<file path="src/rtl/sdlc_rx_params.svh">
// Purpose: constants of the frame-end CRC capture receiver
// Assumes: one bit strobe at most every fourth clock
// Notes:   definitions only
`ifndef SDLC_RX_PARAMS_SVH
`define SDLC_RX_PARAMS_SVH
`define FLAG_PATTERN     8'h7E
`define SYNC_BITS        7
`define PIPE_BITS        3
`define ONES_LIMIT       3'h5
`define SKIP_BITS        4'hA
`define LOST_BITS        2
`define FIFO_DEPTH       16
`define WORD_BITS        13
`define EXT_SEL_BIT      0
`define FULL_CRC_BIT     5
`define CHAR_LEN_BASE    4'h5
`endif

</file>
<file path="src/rtl/sdlc_rx_pkg.sv">
// Purpose: types of the frame-end CRC capture receiver
// Assumes: nothing
// Notes:   constants live in sdlc_rx_params.svh
package sdlc_rx_pkg;
   typedef enum logic [1:0] {ST_HUNT, ST_DATA, ST_FLUSH, ST_CLOSE} rx_state_t;
   typedef struct packed {
      logic       eof;
      logic [3:0] nbits;
      logic [7:0] data;
   } rx_word_t;
endpackage

</file>
<file path="src/rtl/rx_stream_if.sv">
// Purpose: valid/ready word stream between receiver modules
// Assumes: one clock domain
// Notes:   word is taken when valid and ready are both high
`timescale 1ns/1ps
`default_nettype none
interface rx_stream_if #(parameter int WIDTH = 13);
   logic             valid;
   logic             ready;
   logic [WIDTH-1:0] data;
   modport src (output valid, output data, input ready);
   modport snk (input valid, input data, output ready);
endinterface
`default_nettype wire

</file>
<file path="src/rtl/rx_word_fifo.sv">
// Purpose: word buffer between character assembly and host side
// Assumes: depth is a power of two
// Notes:   full and empty come from a registered count
`timescale 1ns/1ps
`default_nettype none
module rx_word_fifo #(
   parameter int WIDTH = 13,
   parameter int DEPTH = 16
) (
   input  wire logic clk_i,
   input  wire logic rst_b_i,
   rx_stream_if.snk  wr,
   rx_stream_if.src  rd
);
   localparam int AW = $clog2(DEPTH);
   logic [WIDTH-1:0] mem [DEPTH];
   logic [AW-1:0]    wp, rp, next_wp, next_rp;
   logic [AW:0]      cnt, next_cnt;
   logic             do_wr, do_rd;

   assign wr.ready = (cnt != DEPTH[AW:0]);
   assign rd.valid = (cnt != '0);
   assign rd.data  = mem[rp];

   always_comb begin
      do_wr    = wr.valid && wr.ready;
      do_rd    = rd.valid && rd.ready;
      next_wp  = do_wr ? wp + 1'b1 : wp;
      next_rp  = do_rd ? rp + 1'b1 : rp;
      next_cnt = cnt + {{AW{1'b0}}, do_wr} - {{AW{1'b0}}, do_rd};
   end

   always_ff @(posedge clk_i or negedge rst_b_i) begin
      if (!rst_b_i) begin
         wp  <= '0;
         rp  <= '0;
         cnt <= '0;
      end else begin
         wp  <= next_wp;
         rp  <= next_rp;
         cnt <= next_cnt;
      end
   end

   // storage needs no reset; only written words are ever read
   always_ff @(posedge clk_i) begin
      if (do_wr) begin
         mem[wp] <= wr.data;
      end
   end
endmodule
`default_nettype wire

</file>
<file path="src/rtl/sdlc_rx_front.sv">
// Purpose: sync-detect register, delay pipe and zero deletion
// Assumes: raw line bits arrive with a one-cycle strobe
// Notes:   deletion marks travel with each bit down the pipe
`timescale 1ns/1ps
`default_nettype none
`include "sdlc_rx_params.svh"
module sdlc_rx_front (
   input  wire logic                   clk_i,
   input  wire logic                   rst_b_i,
   input  wire logic                   bit_en_i,
   input  wire logic                   bit_i,
   output logic                        flag_hit_o,
   output logic                        ingest_o,
   output logic [`PIPE_BITS-1:0]       pipe_o,
   output logic [`PIPE_BITS-1:0]       pipe_del_o
);
   logic [`SYNC_BITS-1:0] sync_bits, sync_del;
   logic [`SYNC_BITS-1:0] next_sync_bits, next_sync_del;
   logic [`PIPE_BITS-1:0] pipe, pipe_del, next_pipe, next_pipe_del;
   logic [2:0]            ones, next_ones;
   logic                  del_now;

   assign pipe_o     = pipe;
   assign pipe_del_o = pipe_del;

   always_comb begin
      // newest bit sits at the top, oldest leaves from bit 0
      flag_hit_o    = bit_en_i && ({bit_i, sync_bits} == `FLAG_PATTERN);
      del_now       = !bit_i && (ones == `ONES_LIMIT);
      ingest_o      = bit_en_i && !pipe_del[`PIPE_BITS-1];
      next_sync_bits = sync_bits;
      next_sync_del  = sync_del;
      next_pipe      = pipe;
      next_pipe_del  = pipe_del;
      next_ones      = ones;
      if (bit_en_i) begin
         next_sync_bits = {bit_i, sync_bits[`SYNC_BITS-1:1]};
         next_sync_del  = {del_now, sync_del[`SYNC_BITS-1:1]};
         // three bit times between sync register and shifter [RULE_02]
         next_pipe      = {pipe[`PIPE_BITS-2:0], sync_bits[0]};
         next_pipe_del  = {pipe_del[`PIPE_BITS-2:0], sync_del[0]};
         next_ones      = !bit_i ? 3'h0 : (ones == 3'h7 ? ones : ones + 3'h1);
      end
   end

   always_ff @(posedge clk_i or negedge rst_b_i) begin
      if (!rst_b_i) begin
         sync_bits <= '0;
         sync_del  <= '0;
         pipe      <= '0;
         pipe_del  <= '0;
         ones      <= '0;
      end else begin
         sync_bits <= next_sync_bits;
         sync_del  <= next_sync_del;
         pipe      <= next_pipe;
         pipe_del  <= next_pipe_del;
         ones      <= next_ones;
      end
   end
endmodule
`default_nettype wire

</file>
<file path="src/rtl/sdlc_rx_crc_capture.sv">
// Purpose: frame-end handling of the receive character assembler
// Assumes: bit strobes spaced at least four clocks; LSB first on line
// Notes:   one word per cycle into the buffer; overrun drops words
//
// Notes on behaviour
// RULE_01 - Without full CRC capture, a closing flag sends the shifter contents to the buffer whatever count they hold.
// RULE_02 - Bits reach the shifter three bit times after leaving the sync register.
// RULE_03 - Without full CRC capture the last two CRC bits never reach the buffer.
// RULE_04 - Full CRC capture is on only when both control bits are set to one.
// RULE_05 - With full CRC capture the last two CRC bits are shifted in before the final transfer.
// RULE_06 - Character boundaries and the final residue follow the chosen character length.
`timescale 1ns/1ps
`default_nettype none
`include "sdlc_rx_params.svh"
module sdlc_rx_crc_capture (
   input  wire logic        clk_i,
   input  wire logic        rst_b_i,
   input  wire logic        bit_en_i,
   input  wire logic        bit_i,
   input  wire logic [7:0]  extended_feature_control_reg_i,
   input  wire logic [7:0]  sdlc_enhancement_options_reg_i,
   input  wire logic [1:0]  char_len_i,
   input  wire logic        rx_ready_i,
   output logic             rx_valid_o,
   output logic [7:0]       rx_data_o,
   output logic [3:0]       rx_nbits_o,
   output logic             rx_eof_o,
   output logic             frame_done_o,
   output logic [3:0]       residue_o,
   output logic             overrun_o
);
   sdlc_rx_pkg::rx_state_t state, next_state;
   sdlc_rx_pkg::rx_word_t  push_word, pop_word;
   logic [7:0]  sr, next_sr;
   logic [3:0]  cnt, next_cnt;
   logic [3:0]  skip, next_skip;
   logic        flush_idx, next_flush_idx;
   logic        flag_hit, ingest;
   logic [`PIPE_BITS-1:0] pipe, pipe_del;
   logic        full_crc, shift_en, shift_bit, push_valid;
   logic [3:0]  char_len, grown;
   logic [7:0]  shifted;
   logic        next_valid, next_eof, next_done, next_overrun;
   logic [7:0]  next_data;
   logic [3:0]  next_nbits, next_residue;
   logic        pop_take;

   rx_stream_if #(.WIDTH(`WORD_BITS)) wr_if ();
   rx_stream_if #(.WIDTH(`WORD_BITS)) rd_if ();

   sdlc_rx_front u_front (
      .clk_i      (clk_i),
      .rst_b_i    (rst_b_i),
      .bit_en_i   (bit_en_i),
      .bit_i      (bit_i),
      .flag_hit_o (flag_hit),
      .ingest_o   (ingest),
      .pipe_o     (pipe),
      .pipe_del_o (pipe_del)
   );

   rx_word_fifo #(.WIDTH(`WORD_BITS), .DEPTH(`FIFO_DEPTH)) u_fifo (
      .clk_i   (clk_i),
      .rst_b_i (rst_b_i),
      .wr      (wr_if.snk),
      .rd      (rd_if.src)
   );

   // right-justify the n newest bits of the shifter
   function automatic logic [7:0] align(input logic [7:0] v,
                                        input logic [3:0] n);
      logic [3:0] gap;
      gap   = 4'h8 - n;
      align = v >> gap;
   endfunction

   always_comb begin
      full_crc = extended_feature_control_reg_i[`EXT_SEL_BIT]
               && sdlc_enhancement_options_reg_i[`FULL_CRC_BIT]; // [RULE_04]
      char_len = `CHAR_LEN_BASE + {2'b00, char_len_i};
   end

   always_comb begin
      next_state     = state;
      next_skip      = skip;
      next_flush_idx = flush_idx;
      shift_en       = 1'b0;
      shift_bit      = 1'b0;
      push_valid     = 1'b0;
      push_word      = '0;
      case (state)
         sdlc_rx_pkg::ST_HUNT: begin
            if (flag_hit) begin
               next_state = sdlc_rx_pkg::ST_DATA;
               next_skip  = `SKIP_BITS;
            end
         end
         sdlc_rx_pkg::ST_DATA: begin
            // flag bits still in the pipe are skipped, not assembled
            if (bit_en_i && skip != 4'h0) begin
               next_skip = skip - 4'h1;
            end else if (ingest) begin
               shift_en  = 1'b1;
               shift_bit = pipe[`PIPE_BITS-1];
            end
            if (flag_hit) begin
               if (skip != 4'h0) begin
                  next_skip = `SKIP_BITS;
               end else if (full_crc) begin
                  next_state     = sdlc_rx_pkg::ST_FLUSH; // [RULE_05]
                  next_flush_idx = 1'b0;
               end else begin
                  // the two newest CRC bits stay behind in the pipe [RULE_03]
                  next_state = sdlc_rx_pkg::ST_CLOSE; // [RULE_01]
               end
            end
         end
         sdlc_rx_pkg::ST_FLUSH: begin
            // pipe now holds the two CRC bits the legacy path drops
            shift_bit = flush_idx ? pipe[`LOST_BITS-1] : pipe[`LOST_BITS];
            shift_en  = flush_idx ? !pipe_del[`LOST_BITS-1]
                                  : !pipe_del[`LOST_BITS]; // [RULE_05]
            next_flush_idx = 1'b1;
            if (flush_idx) begin
               next_state = sdlc_rx_pkg::ST_CLOSE;
            end
         end
         sdlc_rx_pkg::ST_CLOSE: begin
            push_valid      = 1'b1;
            push_word.eof   = 1'b1;
            push_word.nbits = cnt;
            push_word.data  = align(sr, cnt); // [RULE_01]
            next_state      = sdlc_rx_pkg::ST_DATA;
            next_skip       = `SKIP_BITS;
         end
         default: begin
            next_state = sdlc_rx_pkg::ST_HUNT;
         end
      endcase
   end

   always_comb begin
      next_sr  = sr;
      next_cnt = cnt;
      shifted  = {shift_bit, sr[7:1]};
      grown    = cnt + 4'h1;
      if (state == sdlc_rx_pkg::ST_CLOSE || state == sdlc_rx_pkg::ST_HUNT) begin
         next_sr  = '0;
         next_cnt = '0;
      end else if (shift_en) begin
         next_sr  = shifted;
         next_cnt = grown;
         if (grown == char_len) begin
            next_cnt = '0; // [RULE_06]
         end
      end
   end

   // a completed character leaves in the cycle it fills
   sdlc_rx_pkg::rx_word_t char_word;
   logic                  char_push;
   always_comb begin
      char_push       = shift_en && (grown == char_len)
                      && state != sdlc_rx_pkg::ST_HUNT;
      char_word.eof   = 1'b0;
      char_word.nbits = char_len; // [RULE_06]
      char_word.data  = align(shifted, char_len);
      wr_if.valid     = push_valid || char_push;
      wr_if.data      = push_valid ? push_word : char_word;
   end

   always_comb begin
      pop_take     = !rx_valid_o || rx_ready_i;
      rd_if.ready  = pop_take;
      pop_word     = rd_if.data;
      next_valid   = rx_valid_o;
      next_data    = rx_data_o;
      next_nbits   = rx_nbits_o;
      next_eof     = rx_eof_o;
      // an empty buffer shows stale storage; keep it off the pins
      if (pop_take) begin
         next_valid = rd_if.valid;
         next_data  = rd_if.valid ? pop_word.data : 8'h00;
         next_nbits = rd_if.valid ? pop_word.nbits : 4'h0;
         next_eof   = pop_word.eof && rd_if.valid;
      end
      next_done    = push_valid;
      next_residue = push_valid ? cnt : residue_o;
      // a lost word sets the flag even when a close clears it
      next_overrun = (wr_if.valid && !wr_if.ready)
                   || (overrun_o && !(push_valid && wr_if.ready));
   end

   always_ff @(posedge clk_i or negedge rst_b_i) begin
      if (!rst_b_i) begin
         state     <= sdlc_rx_pkg::ST_HUNT;
         skip      <= '0;
         flush_idx <= 1'b0;
         sr        <= '0;
         cnt       <= '0;
      end else begin
         state     <= next_state;
         skip      <= next_skip;
         flush_idx <= next_flush_idx;
         sr        <= next_sr;
         cnt       <= next_cnt;
      end
   end

   always_ff @(posedge clk_i or negedge rst_b_i) begin
      if (!rst_b_i) begin
         rx_valid_o   <= 1'b0;
         rx_data_o    <= '0;
         rx_nbits_o   <= '0;
         rx_eof_o     <= 1'b0;
         frame_done_o <= 1'b0;
         residue_o    <= '0;
         overrun_o    <= 1'b0;
      end else begin
         rx_valid_o   <= next_valid;
         rx_data_o    <= next_data;
         rx_nbits_o   <= next_nbits;
         rx_eof_o     <= next_eof;
         frame_done_o <= next_done;
         residue_o    <= next_residue;
         overrun_o    <= next_overrun;
      end
   end
endmodule
`default_nettype wire

</file>
<file path="config.mk">
export PLATFORM = sky130hd
export DESIGN_NAME = sdlc_rx_crc_capture
export DESIGN_NICKNAME = d
export VERILOG_FILES = /design/src/rtl/sdlc_rx_pkg.sv /design/src/rtl/rx_stream_if.sv /design/src/rtl/rx_word_fifo.sv /design/src/rtl/sdlc_rx_front.sv /design/src/rtl/sdlc_rx_crc_capture.sv
export VERILOG_INCLUDE_DIRS = /design/src /design/src/rtl
export SDC_FILE = /design/constraint.sdc
export NUM_CORES = 1
export LEC_CHECK = 0
export ABC_AREA = 0
export BUFFER_PORTS_ARGS = -buffer_cell sky130_fd_sc_hd__clkbuf_2
export CELL_PAD_IN_SITES_DETAIL_PLACEMENT = 2
export CELL_PAD_IN_SITES_GLOBAL_PLACEMENT = 2
export CORE_ASPECT_RATIO = 0.8
export CORE_UTILIZATION = 42
export DETAILED_ROUTE_END_ITERATION = 6
export PLACE_DENSITY_LB_ADDON = 0.1
export SLEW_MARGIN = 20
export SYNTH_ARGS = -nofsm -noshare
export SYNTH_HDL_FRONTEND = slang
export SYNTH_SLANG_ARGS = --single-unit
</file>
<file path="constraint.sdc">
create_clock -name clk_i -period 3.1 [get_ports clk_i]
set_clock_uncertainty 0.15 [all_clocks]
set_input_delay 0 -clock clk_i [delete_from_list [all_inputs] [get_ports clk_i]]
set_output_delay 0 -clock clk_i [all_outputs]
set_load 0.01 [all_outputs]
</file>
==> flow_summary_export.csv, run 1 <==
group,metric,value,unit
cts,cts_root_buffer,"clkbuf_16",
global_routing,gr-total-overflow,0,
logic_synthesis,ys_top_cells_by_area,"edfxtp_1 (51%), dfrtp_1 (15%), mux4_2 (9.8%)",
sta,slew_headroom,33.4,%
finish,final_util,50.0,%
worst_setup_path,r2r_end,"u_fifo.cnt[4]",
logic_synthesis,ys_async_sr_fraction,26.5,%
logic_synthesis,synth-seq-cells,283,
cts,numCtsBuffers,30,
sta,worst_slew_pin_slew,1.00,ns
floorplan,die_h,155,um
routing,route.detailed.drc,0,
outcome,violations,"negative hold slack",
sta,holdWs,-0.0129,ns
logic_synthesis,synth_compound_area_share,6.96,%
place,place.gp.congestion,0.820,
worst_setup_path,cp.arrival,3.29,ns
cts,h-tree-depth,1,
cts,path_clk_slew,0.06,ns
floorplan,core,28600,um^2
worst_setup_path,r2r_start,"cnt[0]",
sta,grt_setup_unrepaired,"false",
pwr,power_leakage,0.00531,uW
finish,drive_gt1_share,25.6,%
logic_synthesis,synth_xor_area_share,0.921,%
worst_setup_path,worstPathMaxFanout,6,
worst_setup_path,worstRegToRegCells,12,
floorplan,fp.dieW,194,um
global_routing,antenna_found_initial,0,
finish,fillers,2629,
worst_setup_path,ff2ff_setup_slack,0.14,ns
logic_synthesis,yosys_warnings,0,
place,port_buffers,28,
logic_synthesis,synth_top_area_share,50.5,%
sta,max_freq,338,MHz
global_routing,grt_usage,23.7,%
logic_synthesis,synth_ff_type,"edfxtp_1",
pwr,ir_worst_vdd,0.563,mV
cts,cts_buffer_depth,3,
logic_synthesis,post_synth_inst_count,771,
job,cap_violations,0,
worst_setup_path,crit_type,"register to register",
logic_synthesis,synth.avg_cell_area,16.0,um^2
floorplan,fp-row-count,55,
finish,nets,905,
place,dp.final_hpwl,22.3,mm
floorplan,dieArea,30100,um^2
worst_setup_path,end_kind,"register",
sta,hold_viol,4,
logic_synthesis,synthSimpleGateAreaFrac,6.31,%
routing,vias,7300,
worst_setup_path,worstPathRequired,3.43,ns
routing,drtIter0Drc,467,
sta,setup_viol,0,
worst_setup_path,start_kind,"register",
sta,maxSlewViolCount,0,
place,dp_slack,0.0739,ns
global_routing,grt_pass1_wl,53.0,mm
cts,cts_setup_buffers,0,
finish,diodes,0,
logic_synthesis,syn-num-nets,818,
cts,tritoncts,"yes",
logic_synthesis,synth_top_family_by_area,"multiplexers",
sta,finalSetupTns,0,ns
sta,period_share,95.4,%
sta,timing.final.ws_setup,0.143,ns
logic_synthesis,synth_top_area_cell,"edfxtp_1",
logic_synthesis,syn_area,12400,um^2
floorplan,num_io_pins,43,
hold_path,hold_path.class,"primary input to asynchronous set/reset pin",
cts,clkLatencyLatePin,0.56,ns
logic_synthesis,synth_seq_area_share,65.7,%
logic_synthesis,synthMuxAreaShare,15.1,%
routing,vias_per_cell,5.84,
logic_synthesis,synthDistinctLibCells,64,
sta,min_period,2.96,ns
routing,drtAntennaViolNets,0,
logic_synthesis,synth_fa_ha_area_share,2.49,%
finish,area.sequential,8130,um^2
routing,wl_per_cell,27.6,um
global_routing,first_global_vias,8145,
pwr,power.density,903,nW/um^2
logic_synthesis,synth-edff-count,208,
routing,drt-total-wl,34.5,mm
finish,area_delta_synth_final,15.8,%
cts,clock_sinks,283,
finish,final_cell_area,14300,um^2
outcome,status,"finished, violations left",
floorplan,start_util,43.2,%
finish,multiInputGateArea,3980,um^2
place,placed_area,13400,um^2
global_routing,grt_max_degree,68,
routing,firstDrtPassIters,5,
-- cells in the mapped netlist, types with 5 or more instances --
cell type,number
mux2_2,25
mux4_2,54
buf_1,6
nand3_1,23
xnor2_1,8
nor2b_1,18
nor2_1,34
nand2b_1,6
nand4_1,5
a211oi_1,15
o21ai_0,8
edfxtp_1,208
nor3_1,11
dfrtp_1,75
xor2_1,5
clkbuf_1,22
a21oi_1,29
buf_2,11
nand2_1,24
mux2i_1,35
inv_1,26
ha_1,23
a22o_1,23
-- worst max-delay path, stage by stage, from the launching register on --
cell      delay (ns)
dfrtp_1         0.38
ha_2            0.27
and3b_1         0.22
o311ai_1        0.42
a31oi_4         0.09
a21oi_4         0.16
nor2_1          0.06
ha_1            0.23
fa_1            0.41
a21oi_1         0.16
nor2_1          0.07
nor2_1          0.13
xnor2_1         0.13
-- kinds of logic after synthesis --
kind of cell             count (synthesis)
AO/OA/AOI/OAI                          118
XOR/XNOR                                13
adder cells (fa/ha/maj)                 24
buffers and inverters                   71
flip-flops                             283
multiplexers                           116
AND/OR/NAND/NOR                        146
-- worst max-delay path by stage --
stage | from | endpoint | slack (ns) | cells past startpoint
final | cnt[0] | u_fifo.cnt[4] | 0.14 | 12
after global routing | cnt[0] | u_fifo.cnt[4] | 0.0005 | 12
after CTS | cnt[0] | u_fifo.mem[9][1] | 0.06 | 7
after detailed placement | cnt[0] | u_fifo.cnt[4] | 0.07 | 12
after global placement | cnt[0] | u_fifo.cnt[4] | 0.24 | 12
after floorplan | cnt[0] | u_fifo.mem[12][0] | -0.12 | 9
-- state kept, by name, indices dropped and copies added (netlist names), 2 cells and up --
| signal | flops |
|---|---|
| u_fifo.mem | 208 |
| u_front.pipe_del_o | 3 |
| sr | 8 |
| u_front.sync_bits | 7 |
| u_fifo.rp | 4 |
| residue_o | 4 |
| u_front.sync_del | 7 |
| u_front.ones | 3 |
| rx_data_o | 8 |
| u_fifo.cnt | 5 |
| skip | 4 |
| cnt | 4 |
| rx_nbits_o | 4 |
| u_front.pipe_o | 3 |
| state | 2 |
| u_fifo.wp | 4 |
-- area by class of cell --
class                      instances  share of cell area [%]
multi-input combinational        417                    27.8
clock buffer                      41                    5.68
inverter                          27                   0.708
sequential                       283                    56.8
clock inverter                    13                   0.402
tap                              370                    3.23
timing repair buffer              99                    5.38
-- cells in the final DEF, fill, tap and decap left out, drive strengths merged, types with 3 or more instances in the layout --
master         n
nor2          34
ha            23
buf           64
o22ai          4
nand2b         6
nor4b          3
a22o          23
a21boi         4
nor3b          3
edfxtp       208
clkinv        12
mux4          54
mux2          27
o221ai         3
nor2b         18
dlygate4sd3    8
inv           27
o311ai         4
a21o           3
xor2           5
and3b          3
or3            4
o21ai         11
xnor2          8
mux2i         35
nand3         23
nand2         24
a21oi         31
clkbuf        68
a211oi        15
nor3          11
dfrtp         75
nand4          5
-- power by group --
part	switching (uW)	leakage, uW	internal [uW]
logic	2600	0.00202	1970
clock network	1470	0.000422	1820
registers	405	0.00287	4670
-- stage by stage --
stage | total power, uW | cells | hold WS [ns]
2_1_floorplan | 8020 | 771 | -0.446
3_3_place_gp | 9360 | 1188 | 0.0550
3_5_place_dp | 9710 | 1188 | 0.0907
4_1_cts | 13000 | 1250 | 0.0480
5_1_grt | 13600 | 1250 | 0.0636
6_report | 12900 | 1250 | -0.0129
-- per-layer routing --
layer / GRT usage [%] / vias up / wire [um]
met2: 40.1 / 154 / 16700
met1: 33.3 / 3915 / 15900
met3: 2.43 / 46 / 1220
met4: 5.52 / 0 / 659
met5: 0 / - / 0
li1: - / 3185 / -
-- repair_timing --
action / 4_1_cts / 5_1_grt
setup endpoints to repair: 0 / 17
hold buffers: 8 / 0
endpoints found under the hold margin: 107 / 0
resized for setup: 0 / 3
(Power assumes the default switching activity.)
==> run 2: changes to the inputs <==
--- a/config.mk
+++ b/config.mk
@@ -13,6 +13,7 @@
 export CORE_ASPECT_RATIO = 0.8
 export CORE_UTILIZATION = 42
 export DETAILED_ROUTE_END_ITERATION = 6
+export MAX_ROUTING_LAYER = met4
 export PLACE_DENSITY_LB_ADDON = 0.1
 export SLEW_MARGIN = 20
 export SYNTH_ARGS = -nofsm -noshare
==> run 2 against run 1 <==
  * Setup slack worse by 0.0027 ns
  * Combinational power about the same
  * Clock power about the same
  * The run still ends with negative hold slack left
  * Core utilization unchanged
  * Hold slack better by 0.0066 ns
  * Count of clock-buffer cells in the layout unchanged
  * Largest cell class unchanged
  * Via count about the same
  * Sequential share of layout area unchanged
  * Non-clock buffer count unchanged
  * Critical path depth unchanged
==> flow_summary_export.csv, run 2 (same netlist as run 1, synthesis figures left out) <==
group,metric,value,unit
finish,largest_reg_flops,208,
finish,reg_top3,"u_fifo.mem x208, rx_data_o x8, sr x8",
global_routing,grt_usage,24.4,%
sta,hold_viol,4,
routing,vias,7294,
place,dp_slack,0.0739,ns
cts,path_clk_slew,0.06,ns
pwr,intPower,8460,uW
global_routing,grt_pass1_wl,53.0,mm
finish,area_delta_synth_final,15.8,%
routing,vias_per_cell,5.84,
worst_setup_path,worstPathMaxFanout,6,
sta,timing.final.ws_setup,0.140,ns
worst_setup_path,ff2ff_setup_slack,0.14,ns
routing,firstDrtPassIters,4,
global_routing,antenna_found_initial,0,
sta,worst_slew_pin_slew,0.991,ns
place,port_buffers,28,
pwr,power_leakage,0.00531,uW
floorplan,core,28600,um^2
routing,wl_per_cell,27.5,um
hold_path,hold_path.class,"primary input to asynchronous set/reset pin",
sta,period_share,95.5,%
sta,grt_setup_unrepaired,"false",
finish,final_util,50.0,%
routing,drtIter0Drc,430,
outcome,status,"finished, violations left",
floorplan,die_h,155,um
worst_setup_path,crit_type,"register to register",
sta,setup_viol,0,
worst_setup_path,worstPathRequired,3.43,ns
pwr,p_sw,4470,uW
sta,slew_headroom,33.9,%
cts,clock_sinks,283,
floorplan,fp.dieW,194,um
routing,drt-total-wl,34.4,mm
pwr,power.density,903,nW/um^2
cts,h-tree-depth,1,
outcome,violations,"negative hold slack",
place,dp.final_hpwl,22.3,mm
sta,min_period,2.96,ns
pwr,p_seq_share,39.2,%
floorplan,start_util,43.2,%
finish,layout_common_cells,"edfxtp_1 (208), dfrtp_1 (73), buf_4 (58)",
pwr,swShare,34.6,%
finish,nets,905,
sta,max_freq,338,MHz
routing,route.detailed.drc,0,
pwr,p_clk_share,25.5,%
sta,holdWs,-0.00639,ns
finish,diodes,0,
sta,maxSlewViolCount,0,
job,cap_violations,0,
pwr,ir_worst_vdd,0.565,mV
worst_setup_path,worstRegToRegCells,12,
finish,top_register,"u_fifo.mem",
global_routing,grt_max_degree,68,
cts,tritoncts,"yes",
routing,drtAntennaViolNets,0,
finish,final_common_cell,"edfxtp_1",
cts,cts_root_buffer,"clkbuf_16",
global_routing,first_global_vias,8130,
floorplan,num_io_pins,43,
global_routing,gr-total-overflow,0,
place,place.gp.congestion,0.832,
floorplan,fp-row-count,55,
worst_setup_path,cp.arrival,3.29,ns
cts,cts_buffer_depth,3,
worst_setup_path,r2r_end,"u_fifo.cnt[4]",
worst_setup_path,r2r_start,"cnt[0]",
cts,clkLatencyLatePin,0.56,ns
floorplan,dieArea,30100,um^2
cts,cts_setup_buffers,0,
cts,numCtsBuffers,30,
worst_setup_path,end_kind,"register",
worst_setup_path,start_kind,"register",
pwr,p_comb_share,35.3,%
finish,drive_gt1_share,25.6,%
## run 2: worst max-delay path by stage
stage | from | endpoint | slack [ns] | cells after the start
6_report | cnt[0] | u_fifo.cnt[4] | 0.14 | 12
4_1_cts | cnt[0] | u_fifo.mem[9][1] | 0.06 | 7
3_5_place_dp | cnt[0] | u_fifo.cnt[4] | 0.07 | 12
3_3_place_gp | cnt[0] | u_fifo.cnt[4] | 0.24 | 12
5_1_grt | cnt[0] | u_fifo.cnt[4] | 0.0006 | 12
2_1_floorplan | cnt[0] | u_fifo.mem[12][0] | -0.12 | 9
## run 2: metrics by stage
stage | hold slack (ns) | cell area, um^2 | power [uW] | instances | setup TNS (ns)
after floorplan | -0.446 | 12400 | 8020 | 771 | -6.00
after global placement | 0.0550 | 13400 | 9360 | 1188 | 0
after detailed placement | 0.0907 | 13400 | 9710 | 1188 | 0
after CTS | 0.0480 | 14300 | 13000 | 1250 | 0
after global routing | 0.0723 | 14300 | 13600 | 1250 | 0
final | -0.00639 | 14300 | 12900 | 1250 | 0
## run 2: metal layers
layer	vias up	routed length [um]	GRT usage [%]	share of wire (%)
met5	-	0	-	0
met4	0	667	5.52	1.9
met3	47	1130	2.43	3.3
met2	133	16800	40.1	49
met1	3932	15900	33.3	46
li1	3182	-	-	-
## run 2: critical path, stage by stage, from the launching register on
cell      delay (ns)
dfrtp_1         0.38
ha_2            0.27
and3b_1         0.22
o311ai_1        0.42
a31oi_4         0.09
a21oi_4         0.16
nor2_1          0.06
ha_1            0.23
fa_1            0.41
a21oi_1         0.16
nor2_1          0.07
nor2_1          0.13
xnor2_1         0.13
## run 2: area by class of cell
| class | count | area (um^2) |
|---|---|---|
| clock buffers | 41 | 813 |
| clock inverters | 13 | 57.6 |
| fillers | 2629 | 14300 |
| inverters | 27 | 101 |
| multi-input cells | 417 | 3980 |
| flip-flops and latches | 283 | 8130 |
| well taps | 370 | 463 |
| repair buffers | 99 | 771 |
## run 2: repair_timing
action / 4_1_cts / 5_1_grt
hold buffers: 8 / 0
resized for setup: 0 / 3
endpoints found under the setup margin: 0 / 17
hold endpoints to repair: 107 / 0
## run 2: power by group through the flow
| stage | registers (uW) | logic, uW | clock network [uW] |
|---|---|---|---|
| floorplan | 4990 | 3030 | 0 |
| global placement | 5090 | 4270 | 0 |
| detailed placement | 5140 | 4570 | 0 |
| CTS | 5070 | 4620 | 3350 |
| global route | 5130 | 4960 | 3470 |
| finish | 5070 | 4570 | 3290 |
==> run 3: changes to the inputs <==
--- a/config.mk
+++ b/config.mk
@@ -6,13 +6,13 @@
 export SDC_FILE = /design/constraint.sdc
 export NUM_CORES = 1
 export LEC_CHECK = 0
-export ABC_AREA = 0
 export BUFFER_PORTS_ARGS = -buffer_cell sky130_fd_sc_hd__clkbuf_2
 export CELL_PAD_IN_SITES_DETAIL_PLACEMENT = 2
 export CELL_PAD_IN_SITES_GLOBAL_PLACEMENT = 2
-export CORE_ASPECT_RATIO = 0.8
+export CORE_ASPECT_RATIO = 2
 export CORE_UTILIZATION = 42
 export DETAILED_ROUTE_END_ITERATION = 6
+export GPL_TIMING_DRIVEN = 0
 export MAX_ROUTING_LAYER = met4
 export PLACE_DENSITY_LB_ADDON = 0.1
 export SLEW_MARGIN = 20
==> run 3 against run 2 <==
  * The flow now finishes without violations
  * Critical path type unchanged
  * Via count decreased by 1.9%
  * Combinational power grew 4.6%
  * Core utilization is 0.57 points higher
  * Total power grew 1.8%
  * Hold slack gained 0.089 ns
  * Sequential share of layout area decreased by 1.1 points
  * Cell count fell by 0.32%
  * Global-route usage is 0.069 points higher
  * First-iteration DRC count is 27% lower
  * Register-to-register slack worse by 0.12 ns
==> flow_summary_export.csv, run 3 (same netlist as run 1, synthesis figures left out) <==
group,metric,value,unit
routing,drtAntennaViolNets,0,
global_routing,grt_pass1_wl,52.0,mm
cts,cts_root_buffer,"clkbuf_16",
place,port_buffers,28,
routing,drtIter0Drc,312,
sta,setup_viol,0,
finish,final_common_cell,"edfxtp_1",
finish,largest_reg_flops,208,
global_routing,first_global_vias,8427,
job,cap_violations,0,
routing,route.detailed.drc,0,
floorplan,fp-row-count,88,
cts,cts_buffer_depth,3,
global_routing,met2_usage,48.4,%
place,dpl.cell_count,1174,
finish,final_util,50.6,%
floorplan,num_io_pins,43,
place,placed_area,13200,um^2
worst_setup_path,worstPathMaxFanout,10,
floorplan,die_h,245,um
finish,diodes,0,
routing,vias_per_cell,5.74,
cts,clkLatencyLatePin,0.55,ns
global_routing,grt_max_degree,76,
finish,reg_top3,"u_fifo.mem x208, rx_data_o x8, sr x8",
finish,final_cell_area,14600,um^2
finish,drive_gt1_share,26.7,%
sta,holdWs,0.0824,ns
routing,drt-total-wl,33.7,mm
sta,grt_setup_unrepaired,"true",
routing,wl_per_cell,27.0,um
global_routing,grt.busiest_layer,"met2",
pwr,ir_worst_vdd,0.476,mV
floorplan,core,28800,um^2
floorplan,dieArea,30200,um^2
global_routing,gr-total-overflow,0,
sta,min_period,3.08,ns
finish,nets,912,
global_routing,grtUsageMet1,24.0,%
sta,slew_headroom,38.6,%
cts,path_clk_slew,0.07,ns
place,dp.final_hpwl,24.3,mm
sta,worst_slew_pin_slew,0.903,ns
sta,max_freq,325,MHz
hold_path,holdPathEnd,"u_fifo.mem[2][9]",
floorplan,fp.dieW,123,um
global_routing,antenna_found_initial,0,
global_routing,grt_usage,24.5,%
worst_setup_path,worstRegToRegCells,16,
worst_setup_path,worstPathRequired,3.43,ns
cts,h-tree-depth,1,
routing,firstDrtPassIters,4,
sta,period_share,99.2,%
outcome,status,"complete, no violations",
routing,vias,7157,
hold_path,hold_path.class,"primary input to register",
finish,layout_common_cells,"edfxtp_1 (208), dfrtp_1 (75), mux4_2 (54)",
pwr,power_leakage,0.00531,uW
pwr,power.density,903,nW/um^2
cts,numCtsBuffers,27,
worst_setup_path,crit_type,"register to register",
global_routing,use_met3,2.49,%
worst_setup_path,start_kind,"register",
pwr,totalPowerFinal,13200,uW
worst_setup_path,end_kind,"register",
floorplan,start_util,42.9,%
sta,maxSlewViolCount,0,
cts,tritoncts,"yes",
finish,area_delta_synth_final,18.0,%
worst_setup_path,r2r_end,"u_fifo.cnt[4]",
hold_path,whs_path_depth,4,
worst_setup_path,cp.arrival,3.41,ns
worst_setup_path,ff2ff_setup_slack,0.02,ns
worst_setup_path,r2r_start,"cnt[0]",
sta,hold_viol,0,
cts,clock_sinks,283,
hold_path,worstHoldStart,"char_len_i[1]",
finish,top_register,"u_fifo.mem",
finish,finalNonFillerCells,1246,
place,place.gp.congestion,0.790,
-- run 3: critical path, cell delays in order, from the launching register on --
cell      delay (ns)
dfrtp_1         0.39
buf_4           0.18
buf_8           0.16
inv_2           0.12
ha_4            0.24
xnor2_2         0.15
o311ai_4        0.09
a31oi_4         0.07
a21oi_4         0.22
buf_8           0.17
nor2_1          0.05
ha_2            0.20
fa_2            0.36
a21oi_2         0.14
nor2_1          0.05
nor2_1          0.13
xnor2_1         0.13
-- run 3: layout make-up --
cell class / count / area (um^2)
repair buffers: 67 / 563
clock inverters: 21 / 215
flip-flops and latches: 283 / 8120
fillers: 2678 / 14300
well taps: 360 / 450
clock buffers: 29 / 683
plain buffers: 42 / 229
inverters: 27 / 101
multi-input cells: 417 / 4230
-- run 3: what timing repair did --
item                                   4_1_cts  5_1_grt
setup endpoints to repair                  360      152
hold buffers                                10        0
resized for setup                           45       11
setup buffers                               10        5
endpoints found under the hold margin       90        0
pin swaps                                    7        4
-- run 3: worst max-delay path by stage --
stage / depth (start not counted) / endpoint / from
6_report: 16 / u_fifo.cnt[4] / cnt[0]
5_1_grt: 14 / u_fifo.cnt[4] / u_fifo.cnt[3]
4_1_cts: 10 / u_fifo.mem[10][3] / cnt[0]
3_5_place_dp: 13 / u_fifo.cnt[4] / u_fifo.cnt[3]
3_3_place_gp: 7 / u_fifo.mem[13][3] / skip[0]
2_1_floorplan: 9 / u_fifo.mem[12][0] / cnt[0]
-- run 3: stage by stage --
step	setup WS, ns	TNS [ns]
4_1_cts	-0.130	-4.74
2_1_floorplan	-0.115	-6.00
3_3_place_gp	-1.81	-295.25
6_report	0.0245	0
5_1_grt	-0.118	-0.118
3_5_place_dp	-1.23	-161.82
-- run 3: layer usage --
| layer | up-vias | wire length [um] | part of all wire [%] |
|---|---|---|---|
| met2 | 127 | 20600 | 61 |
| met4 | 0 | 830 | 2.5 |
| met5 | - | 0 | 0 |
| met1 | 3782 | 11400 | 34 |
| li1 | 3203 | - | - |
| met3 | 45 | 847 | 2.5 |
-- run 3: report_power, final --
group	internal [uW]	switching [uW]	leakage (uW)
Sequential	4660	304	0.00287
Clock	1940	1480	0.000438
Combinational	2010	2770	0.00200
